--- config.mk ---
export PLATFORM = sky130hd
export DESIGN_NAME = spi_cfg_sysref_dev_flat
export DESIGN_NICKNAME = d
export VERILOG_FILES = /design/src/core/cfg_sysref_pkg.sv /design/src/core/spi_link_if.sv /design/src/core/spi_cfg_sysref_dev.sv /design/src/flat_wrapper.sv
export VERILOG_INCLUDE_DIRS = /design/src /design/src/core
export SDC_FILE = /design/constraint.sdc
export NUM_CORES = 1
export LEC_CHECK = 0
export BUFFER_PORTS_ARGS = -buffer_cell sky130_fd_sc_hd__clkbuf_2
export CORE_AREA = 2 2 151 153
export CTS_CLUSTER_DIAMETER = 40
export DETAILED_ROUTE_END_ITERATION = 8
export DIE_AREA = 0 0 153 155
export GPL_TIMING_DRIVEN = 0
export PLACE_DENSITY_LB_ADDON = 0.15
export SETUP_SLACK_MARGIN = 0.15
export SLEW_MARGIN = 20
export SYNTH_ARGS = -nofsm -noshare
export SYNTH_HDL_FRONTEND = slang
export SYNTH_SLANG_ARGS = --single-unit
--- constraint.sdc ---
create_clock -name SYS_CLK -period 3.3 [get_ports SYS_CLK]
set_input_delay 0.165 -clock SYS_CLK [delete_from_list [all_inputs] [get_ports SYS_CLK]]
set_output_delay 0.165 -clock SYS_CLK [all_outputs]
set_load 0.01 [all_outputs]
--- src/core/cfg_sysref_regs.svh ---
// register offsets, field positions, reset values and timing counts
`ifndef CFG_SYSREF_REGS_SVH
`define CFG_SYSREF_REGS_SVH
`define OFS_CONFIG_A 15'h0000
`define OFS_MAKER_ID_LO 15'h000c
`define OFS_MAKER_ID_HI 15'h000d
`define OFS_USER_SPI_CONFIG 15'h0010
`define OFS_CLOCK_CONTROL_ZERO 15'h0029
`define OFS_EDGE_POS_0 15'h002c
`define OFS_EDGE_POS_1 15'h002d
`define OFS_EDGE_POS_2 15'h002e
`define RST_CONFIG_A 8'h30
`define RST_USER_SPI_CONFIG 8'h00
`define RST_CLOCK_CONTROL_ZERO 8'h80
`define BIT_ASCEND 5
`define BIT_SDO_ACTIVE 4
`define BIT_ADDR_HOLD 0
`define BIT_PROC_EN 6
`define BIT_RECV_EN 5
`define BIT_ZOOM 4
`define MSB_DELAY 3
`define SPI_HALF_CYCLES 8'h04
`endif

--- src/core/cfg_sysref_pkg.sv ---
// types used by the spi register device
package cfg_sysref_pkg;
	typedef logic [7:0] byte_t;
	typedef logic [14:0] addr_t;
	typedef enum logic {OP_WRITE, OP_READ} op_t;
endpackage : cfg_sysref_pkg

--- src/core/spi_link_if.sv ---
// four-wire spi link between host and register device
`timescale 1ns/100ps
`default_nettype none
interface spi_link_if;
	logic sclk;
	logic cs_n;
	logic sdi;
	logic sdo;
	modport host (output sclk, output cs_n, output sdi, input sdo);
	modport device (input sclk, input cs_n, input sdi, output sdo);
endinterface : spi_link_if
`default_nettype wire

--- src/core/spi_cfg_sysref_dev.sv ---
// spi register device: identification, user spi config and first clock control
// Contract
// - fixed 16-bit maker code, read only
// - address hold freezes streaming address
// - hold clear: step by direction bit
// - direction 0 decrements, 1 increments
// - processor enable gates sysref events
// - bit 5 enables sysref receiver
// - host enables receiver before processor
// - zoom selects finer window delays
// - zoom at high rates, multiple windows
// - 4-bit delay choice from position status
// - 24-bit edge position, read only
// - host writes reserved bits at defaults
// - reset values 0x80 and 0x00
`timescale 1ns/100ps
`default_nettype none
`include "cfg_sysref_regs.svh"
module spi_cfg_sysref_dev #(
	parameter logic [15:0] MAKER_CODE = 16'h5a5a // arbitrary value
) (
	input wire logic SYS_CLK,
	input wire logic RST,
	spi_link_if.device LINK,
	input wire logic SYSREF_EVENT,
	input wire logic [23:0] EDGE_POSITION,
	output logic SYSREF_RECEIVER_ENABLE,
	output logic SYSREF_PROCESSOR_ENABLE,
	output logic SYSREF_FINE_WINDOW_SCALE,
	output logic [3:0] SYSREF_DELAY_CHOICE,
	output logic SYSREF_EVENT_TAKEN
);
	typedef enum logic [1:0] {ST_IDLE, ST_HEADER, ST_DATA} phase_t;
	phase_t phase_r;
	logic sclk_d_r;
	logic [4:0] cnt_r;
	logic [15:0] sh_r;
	logic [7:0] out_r;
	cfg_sysref_pkg::op_t op_r;
	cfg_sysref_pkg::addr_t addr_r;
	cfg_sysref_pkg::byte_t config_a_r;
	cfg_sysref_pkg::byte_t user_spi_config_r;
	cfg_sysref_pkg::byte_t clock_control_zero_r;
	logic [23:0] pos_r;
	logic sdo_r;
	wire rise = LINK.sclk & ~sclk_d_r & ~LINK.cs_n;
	wire fall = ~LINK.sclk & sclk_d_r & ~LINK.cs_n;
	wire [15:0] sh_nxt = {sh_r[14:0], LINK.sdi};

	function automatic cfg_sysref_pkg::byte_t read_reg(input cfg_sysref_pkg::addr_t a);
		unique case (a)
			`OFS_CONFIG_A: read_reg = config_a_r | 8'h10;
			`OFS_MAKER_ID_LO: read_reg = MAKER_CODE[7:0];
			`OFS_MAKER_ID_HI: read_reg = MAKER_CODE[15:8];
			`OFS_USER_SPI_CONFIG: read_reg = user_spi_config_r;
			`OFS_CLOCK_CONTROL_ZERO: read_reg = clock_control_zero_r;
			`OFS_EDGE_POS_0: read_reg = pos_r[7:0];
			`OFS_EDGE_POS_1: read_reg = pos_r[15:8];
			`OFS_EDGE_POS_2: read_reg = pos_r[23:16];
			default: read_reg = 8'h00;
		endcase
	endfunction : read_reg

	always_ff @(posedge SYS_CLK) begin
		if (RST) begin
			sclk_d_r <= 1'b0;
		end else begin
			sclk_d_r <= LINK.sclk;
		end
	end

	// frame: 16-bit header (r/w, 15-bit address) then data bytes
	always_ff @(posedge SYS_CLK) begin
		if (RST || LINK.cs_n) begin
			phase_r <= ST_IDLE;
			cnt_r <= 5'h00;
			sh_r <= 16'h0000;
			op_r <= cfg_sysref_pkg::OP_WRITE;
			addr_r <= 15'h0000;
			out_r <= 8'h00;
		end else if (rise) begin
			sh_r <= sh_nxt;
			if (phase_r != ST_DATA && cnt_r == 5'h0f) begin
				phase_r <= ST_DATA;
				cnt_r <= 5'h00;
				op_r <= sh_nxt[15] ? cfg_sysref_pkg::OP_READ : cfg_sysref_pkg::OP_WRITE;
				addr_r <= sh_nxt[14:0];
				out_r <= read_reg(sh_nxt[14:0]);
			end else if (phase_r == ST_DATA && cnt_r == 5'h07) begin
				cnt_r <= 5'h00;
				if (user_spi_config_r[`BIT_ADDR_HOLD]) begin
					out_r <= read_reg(addr_r);
				end else if (config_a_r[`BIT_ASCEND]) begin
					addr_r <= addr_r + 15'h0001;
					out_r <= read_reg(addr_r + 15'h0001);
				end else begin
					addr_r <= addr_r - 15'h0001;
					out_r <= read_reg(addr_r - 15'h0001);
				end
			end else if (phase_r == ST_DATA) begin
				cnt_r <= cnt_r + 5'h01;
			end else begin
				phase_r <= ST_HEADER;
				cnt_r <= cnt_r + 5'h01;
			end
		end
	end

	wire wr_byte = rise && phase_r == ST_DATA && cnt_r == 5'h07 && op_r == cfg_sysref_pkg::OP_WRITE;

	always_ff @(posedge SYS_CLK) begin
		if (RST) begin
			sdo_r <= 1'b0;
		end else if (LINK.cs_n) begin
			sdo_r <= 1'b0;
		end else if (fall && phase_r == ST_DATA && op_r == cfg_sysref_pkg::OP_READ) begin
			sdo_r <= out_r[3'h7 - cnt_r[2:0]];
		end
	end
	assign LINK.sdo = sdo_r;

	// soft reset bit not kept, sdo-active bit pinned high
	always_ff @(posedge SYS_CLK) begin
		if (RST) begin
			config_a_r <= `RST_CONFIG_A;
		end else if (wr_byte && addr_r == `OFS_CONFIG_A) begin
			config_a_r <= {1'b0, sh_nxt[6:5], 1'b1, sh_nxt[3:0]};
		end
	end

	always_ff @(posedge SYS_CLK) begin
		if (RST) begin
			user_spi_config_r <= `RST_USER_SPI_CONFIG;
		end else if (wr_byte && addr_r == `OFS_USER_SPI_CONFIG) begin
			user_spi_config_r <= sh_nxt[7:0];
		end
	end

	// clock control resets with bit 7
	always_ff @(posedge SYS_CLK) begin
		if (RST) begin
			clock_control_zero_r <= `RST_CLOCK_CONTROL_ZERO;
		end else if (wr_byte && addr_r == `OFS_CLOCK_CONTROL_ZERO) begin
			clock_control_zero_r <= sh_nxt[7:0];
		end
	end

	// status sampled only while deselected so a multi-byte read sees one steady value for the whole frame
	always_ff @(posedge SYS_CLK) begin
		if (RST) begin
			pos_r <= 24'h000000;
		end else if (LINK.cs_n) begin
			pos_r <= EDGE_POSITION;
		end
	end

	always_ff @(posedge SYS_CLK) begin
		if (RST) begin
			SYSREF_RECEIVER_ENABLE <= 1'b0;
		end else begin
			SYSREF_RECEIVER_ENABLE <= clock_control_zero_r[`BIT_RECV_EN];
		end
	end

	always_ff @(posedge SYS_CLK) begin
		if (RST) begin
			SYSREF_PROCESSOR_ENABLE <= 1'b0;
		end else begin
			SYSREF_PROCESSOR_ENABLE <= clock_control_zero_r[`BIT_PROC_EN];
		end
	end

	always_ff @(posedge SYS_CLK) begin
		if (RST) begin
			SYSREF_FINE_WINDOW_SCALE <= 1'b0;
		end else begin
			SYSREF_FINE_WINDOW_SCALE <= clock_control_zero_r[`BIT_ZOOM];
		end
	end

	always_ff @(posedge SYS_CLK) begin
		if (RST) begin
			SYSREF_DELAY_CHOICE <= 4'h0;
		end else begin
			SYSREF_DELAY_CHOICE <= clock_control_zero_r[`MSB_DELAY:0];
		end
	end

	// events ignored unless processor on
	// receiver gate too: an event before the receiver is up is noise
	always_ff @(posedge SYS_CLK) begin
		if (RST) begin
			SYSREF_EVENT_TAKEN <= 1'b0;
		end else begin
			SYSREF_EVENT_TAKEN <= SYSREF_EVENT & clock_control_zero_r[`BIT_PROC_EN]
				& clock_control_zero_r[`BIT_RECV_EN];
		end
	end
endmodule : spi_cfg_sysref_dev
`default_nettype wire

--- src/flat_wrapper.sv ---
// flat-port wrapper written by rule: the top's interface ports become plain ports
module spi_cfg_sysref_dev_flat 
#(
	parameter logic [15:0] MAKER_CODE = 16'h5a5a                   
)
  (SYS_CLK, RST, SYSREF_EVENT, EDGE_POSITION, SYSREF_RECEIVER_ENABLE, SYSREF_PROCESSOR_ENABLE, SYSREF_FINE_WINDOW_SCALE, SYSREF_DELAY_CHOICE, SYSREF_EVENT_TAKEN, LINK_sclk, LINK_cs_n, LINK_sdi, LINK_sdo);
  spi_link_if LINK_i ();
  input wire logic SYS_CLK;
  input wire logic RST;
  input wire logic SYSREF_EVENT;
  input wire logic [23:0] EDGE_POSITION;
  output logic SYSREF_RECEIVER_ENABLE;
  output logic SYSREF_PROCESSOR_ENABLE;
  output logic SYSREF_FINE_WINDOW_SCALE;
  output logic [3:0] SYSREF_DELAY_CHOICE;
  output logic SYSREF_EVENT_TAKEN;
  input wire logic [$bits(LINK_i.sclk)-1:0] LINK_sclk;
  input wire logic [$bits(LINK_i.cs_n)-1:0] LINK_cs_n;
  input wire logic [$bits(LINK_i.sdi)-1:0] LINK_sdi;
  output wire logic [$bits(LINK_i.sdo)-1:0] LINK_sdo;
  assign LINK_i.sclk = LINK_sclk;
  assign LINK_i.cs_n = LINK_cs_n;
  assign LINK_i.sdi = LINK_sdi;
  assign LINK_sdo = LINK_i.sdo;
  spi_cfg_sysref_dev #(.MAKER_CODE(MAKER_CODE)) u_core (.SYS_CLK(SYS_CLK), .RST(RST), .LINK(LINK_i), .SYSREF_EVENT(SYSREF_EVENT), .EDGE_POSITION(EDGE_POSITION), .SYSREF_RECEIVER_ENABLE(SYSREF_RECEIVER_ENABLE), .SYSREF_PROCESSOR_ENABLE(SYSREF_PROCESSOR_ENABLE), .SYSREF_FINE_WINDOW_SCALE(SYSREF_FINE_WINDOW_SCALE), .SYSREF_DELAY_CHOICE(SYSREF_DELAY_CHOICE), .SYSREF_EVENT_TAKEN(SYSREF_EVENT_TAKEN));
endmodule
Yosys cells after proc, flatten, opt, wreduce, memory -nomap -nowiden. Cells that the tools add are included.

Flip-flop bits (word level): 102. Input port bits: 30. Output and inout port bits: 9. Logic and storage cells: 112.

Add/sub/neg operators: 4. $lt $le $gt $ge: 1. Equal/unequal tests: 35. Muxes and demuxes: 20. Bitwise operators: 10. Reductions and logical operators: 25.

Operator list (count): == test 15 x 6 -> 1 bit, second input constant (16); one-hot mux 8 bit (7 select lines) (4); == test 15 x 4 -> 1 bit, second input constant (8); == test 15 x 5 -> 1 bit, second input constant (4); zero test 15 bit (4); two-way mux 15 bit (4); two-way mux 8 bit (4); adder 15 x 1 -> 15 bit, second input constant (1); subtractor 15 x 1 -> 15 bit, second input constant (1); logical AND 1 bit (10); two-way mux 5 bit (2); OR reduction 2 bit (5); AND 1 bit (6); two-way mux 2 bit (3); AND reduction 3 bit (2); adder 5 x 1 -> 5 bit, second input constant (1); == test 5 x 3 -> 1 bit, second input constant (1); == test 5 x 4 -> 1 bit, second input constant (1); less-than comparator 3 x 4 -> 1 bit, second input constant (1); inequality test 2 x 1 -> 1 bit, second input constant (2); inequality test 2 bit, second input constant (2); inverter 1 bit (4); AND reduction 2 bit (2); binary-select mux 1 bit (select 3 bit) (1); 5 further kinds (6).

Logic depth before layout (Yosys ltp).
Depth after elaboration: 8. Mapped depth: 13. Depth with buffers taken out: 10.

Worst setup path before layout. OpenSTA, ideal clock, no wires.

Path kind: reg2reg. Start: reg u_core.addr_r[0]. End: reg u_core.out_r[0]. Library setup time: 0.121 ns. Arrival: 2.819 ns. Path slack: 0.360 ns. Cell stages (with the launch flop): 14. Path through: dfxtp_1 clkbuf_1 inv_1 ha_1 clkbuf_1 nand2_1 nor2_1 o21ai_0 o21ai_0 a22oi_1 and4bb_1 buf_4 a31oi_1 a21oi_1.

Word-level cells in the longest chain between the ends: 8. Elaborated cells between the ends (all ways): 36. Those cells by class: add/sub: 2; eq/ne: 21; mux: 7; reduce/logical: 6.

Ends and longest elaborated chain: start: declaration (line spi_cfg_sysref_dev.sv:40) `cfg_sysref_pkg::addr_t addr_r;`; start signal: assignment (line spi_cfg_sysref_dev.sv:87) `addr_r <= sh_nxt[14:0];`; start signal: assignment (line spi_cfg_sysref_dev.sv:94) `addr_r <= addr_r + 15'h0001;`; start signal: assignment (line spi_cfg_sysref_dev.sv:97) `addr_r <= addr_r - 15'h0001;`; subtractor 15 x 1 -> 15 bit / adder 15 x 1 -> 15 bit (equally long branches) (line spi_cfg_sysref_dev.sv:98, spi_cfg_sysref_dev.sv:95); == test 15 x 4 -> 1 bit (line spi_cfg_sysref_dev.sv:51) `unique case (a)`; OR reduction 2 bit (no source line); one-hot mux 8 bit (7 select lines) (line spi_cfg_sysref_dev.sv:51); two-way mux 8 bit (line spi_cfg_sysref_dev.sv:93) `` end else if (config_a_r[`BIT_ASCEND]) begin ``; two-way mux 8 bit * (line spi_cfg_sysref_dev.sv:91) `` if (user_spi_config_r[`BIT_ADDR_HOLD]) begin ``; two-way mux 8 bit * (line spi_cfg_sysref_dev.sv:89) `end else if (phase_r == ST_DATA && cnt_r == 5'h07) begin`; two-way mux 8 bit * (line spi_cfg_sysref_dev.sv:83) `if (phase_r != ST_DATA && cnt_r == 5'h0f) begin`; end signal: assignment (line spi_cfg_sysref_dev.sv:88) `out_r <= read_reg(sh_nxt[14:0]);`; end signal: assignment (line spi_cfg_sysref_dev.sv:92) `out_r <= read_reg(addr_r);`; end signal: assignment (line spi_cfg_sysref_dev.sv:95) `out_r <= read_reg(addr_r + 15'h0001);`; end: declaration (line spi_cfg_sysref_dev.sv:38) `logic [7:0] out_r;`.

Mark *: on every way between the ends. The rest lies on a longest branch, timed or not. The select of a mux whose other input is x is not followed. A chain may end at the register's enable or synchronous reset.

Worst setup path in the final report.
Start: reg u_core.addr_r[4]. End: reg u_core.out_r[6].

The elaborated chain is that of the path after synthesis.

==> results by group <==
Power
  • VDD IR max: 0.231 mV
  • Pwr Total: 2.62 mW
  • Power per cell area: 323 mW/mm^2
  • Leak: 2.74 nW

Clocking
  • H-Tree Depth: 3
  • Clk Latency, worst-skew pair: 0.36 ns
  • Root Buffer: clkbuf_16
  • Clk sinks: 102
  • CTS Buf Count: 9
  • Clk slew on worst S/H paths: 0.08 ns
  • CTS tree: done
  • CTS max path bufs: 2

Setup path
  • Kind of critical path: flip-flop to flip-flop
  • Worst r2r src: u_core.addr_r[4]
  • Critical path startpoint category: flip-flop
  • CP Capture Type: flip-flop
  • CP startpoint: u_core.addr_r[4]
  • Worst endpoint data arrival time: 3.35 ns
  • Critical-path maximum fanout: 8
  • Worst endpoint required time: 3.60 ns

Synth
  • Sequential area share after synthesis: 0.294
  • Synth area leaders: dfxtp_1, mux2i_1, nor2_1
  • Synth top area share: 0.294
  • Mapped Avg Cell Area: 7.79 sq um
  • Leading area contributor after synthesis: dfxtp_1
  • Syn nets: 930
  • Post-synth ARST share: 0
  • Top_reg_cell synth: dfxtp_1
  • Cell Area, Synth: 0.00696 sq mm
  • Cells after synthesis: 893
  • Distinct cells, synth: 75
  • Commonest cells post-synth: nor2_1, dfxtp_1, nand2_1, clkbuf_1, mux2i_1
  • Ys Warns: 0
  • Most common cell in the synthesized netlist: nor2_1
  • Seq cells post-synth: 102
  • Post-synth EDFFs: 0

Drt
  • DRC viols: 4
  • Met1 WL: 12.7 mm
  • Vias: 7,464
  • Post-detailed-route count of antenna-violating nets: 0
  • DRT Pass-1 Iters: 9
  • Met3 wire length: 1.88 mm
  • Via/cell ratio: 6.01
  • DR WL met2: 12.4 mm
  • Top layer in use: met4
  • DRT iter0 DRCs: 888
  • WL per Instance: 22.3 um
  • Drt total wl: 27.7 mm

Die
  • I/O pins: 39
  • Core Box Area: 0.0222 sq mm
  • Die Ht: 155 um
  • Initial Util: 0.313
  • Die Area: 0.0237 sq mm
  • # rows: 55
  • Chip width: 153 um

Global route
  • First-pass GRT wire length: 42.3 mm
  • Pin count of the biggest net entering global routing: 20
  • Initial antenna violation count: 0
  • Grt ovf: 0
  • Vias in the first global route: 6,944
  • All-Layer GR Usage: 0.229

STA
  • Max Fclk: 0.328 GHz
  • Hold Vio Cnt, Final: 0
  • Least-Margin Pin Slew: 1.02 ns
  • Max_slew headroom: 0.312
  • Fin Setup TNS: 0 ns
  • Max Slew Vio Count: 0
  • Final WS setup: 0.250 ns
  • RSZ-0062 raised after global routing: true
  • Worst Clk Skew: 0.00749 ns
  • Fin crit share: 0.924
  • Tmin final: 3.05 ns
  • Number of setup violations in the final report: 0

Placed design
  • Placed cells: 1,216
  • Placer Congestion: 1.02
  • Port Buffers: 38
  • DP HPWL: 20.4 mm
  • Pre-CTS WS: -0.959 ns

Status
  • Status: finished with violations
  • Failing checks: DRC

Finish
  • Area grow syn2layout: 16.6%
  • Diode count: 0
  • Non-Filler Instances: 1,241
  • Fill cells: 2,393
  • # nets final: 988
  • Share of layout cells above drive strength 1: 0.155

Run
  • Max-cap violation count: 0

Hold path
  • Hold Crit Class: input port to flip-flop
  • Hold_sp: EDGE_POSITION[8]
-- worst paths after layout --
kind,to,slack [ns],cells past startpoint
hold reg to reg,u_core.op_r,0.49,2
setup reg to reg,u_core.out_r[6],0.25,10
setup / recovery,u_core.out_r[6],0.25,10
hold / removal,u_core.pos_r[8],0.03,3
-- where the power goes --
part / internal (mW) / total [mW] / switching, mW / leakage, nW
logic: 0.0592 / 0.164 / 0.105 / 1.76
clock network: 0.612 / 1.17 / 0.562 / 0.154
registers: 1.25 / 1.28 / 0.0331 / 0.828
total: 1.92 / 2.62 / 0.700 / 2.74
-- cell type report --
cell class | count | area, sq um | area share
clock buffers | 10 | 229 | 0.0282
clock inverters | 6 | 86.3 | 0.0106
flip-flops and latches | 102 | 2050 | 0.252
inverters | 7 | 28.8 | 0.00355
plain buffers | 84 | 362 | 0.0446
multi-input cells | 700 | 4750 | 0.585
well taps | 285 | 357 | 0.0439
repair buffers | 47 | 258 | 0.0318
-- what timing repair did --
action / CTS / global route
hold buffers: 0 / 0
endpoints found under the setup margin: 22 / 23
gates resized for setup: 30 / 33
gates cloned: 0 / 0
pin swaps: 1 / 5
buffers inserted: 1 / 8
-- metrics by stage --
step | utilization | hold slack (ns) | cell area (sq um)
after floorplan | - | 0.293 | 6960
after global placement | 0.338 | 0.402 | 7500
after detailed placement | 0.338 | 0.400 | 7500
after CTS | 0.357 | 0.0296 | 7940
after global routing | 0.365 | 0.0454 | 8110
final | 0.365 | 0.0337 | 8110
-- flip-flops by register name (all words and copies together), names as in the netlist --
| name | count |
|---|---|
| u_core.SYSREF_PROCESSOR_ENABLE | 1 |
| u_core.out_r | 8 |
| u_core.SYSREF_RECEIVER_ENABLE | 1 |
| u_core.config_a_r | 6 |
| u_core.user_spi_config_r | 8 |
| u_core.LINK.sdo | 1 |
| u_core.sclk_d_r | 1 |
| u_core.cnt_r | 5 |
| u_core.sh_r | 15 |
| u_core.SYSREF_EVENT_TAKEN | 1 |
| u_core.op_r | 1 |
| u_core.phase_r | 2 |
| u_core.SYSREF_FINE_WINDOW_SCALE | 1 |
| u_core.addr_r | 15 |
| u_core.clock_control_zero_r | 8 |
| u_core.pos_r | 24 |
| u_core.SYSREF_DELAY_CHOICE | 4 |
-- critical path, stage by stage (launching register included) --
cell and delay, ns:
dfxtp_1 0.36, or4b_1 0.52, clkbuf_1 0.32, nor4_4 0.38, and3_1 0.22, clkbuf_1 0.35
a222oi_1 0.18, and3_1 0.18, o21ai_0 0.22, a31oi_1 0.11, a21oi_1 0.13
-- layout by cell type (no fill, tap or decap), types with 8 or more instances in the layout --
cell type / n
nor2_1: 108
dfxtp_1: 100
nand2_1: 73
mux2i_1: 60
clkbuf_1: 57
a21oi_1: 56
clkbuf_2: 45
o21ai_0: 43
nand4_1: 24
nor3_1: 23
nand3_1: 22
a222oi_1: 19
nor2b_1: 18
and3_1: 16
a22oi_1: 15
buf_2: 12
buf_4: 11
o221a_2: 10
or3_1: 9
a211oi_1: 9
a22o_1: 9
clkbuf_16: 9
a31oi_1: 8
o22ai_1: 8
-- kinds of logic (layout without fill, tap and decap cells) --
group,count (synthesis),after routing,share of synthesized area
adder cells (fa/ha/maj),7,7,0.0126
AND/OR/NAND/NOR,366,366,0.275
flip-flops,102,102,0.294
XOR/XNOR,13,13,0.0164
AO/OA/AOI/OAI,250,250,0.254
buffers and inverters,91,154,0.0529
multiplexers,64,64,0.0959
-- per-layer routing --
metal | up-vias | global-route usage
li1 | 3493 | -
met1 | 3584 | 0.326
met2 | 332 | 0.363
met3 | 55 | 0.0298
met4 | 0 | 0.0697
met5 | - | 0
(Power assumes the default switching activity.)
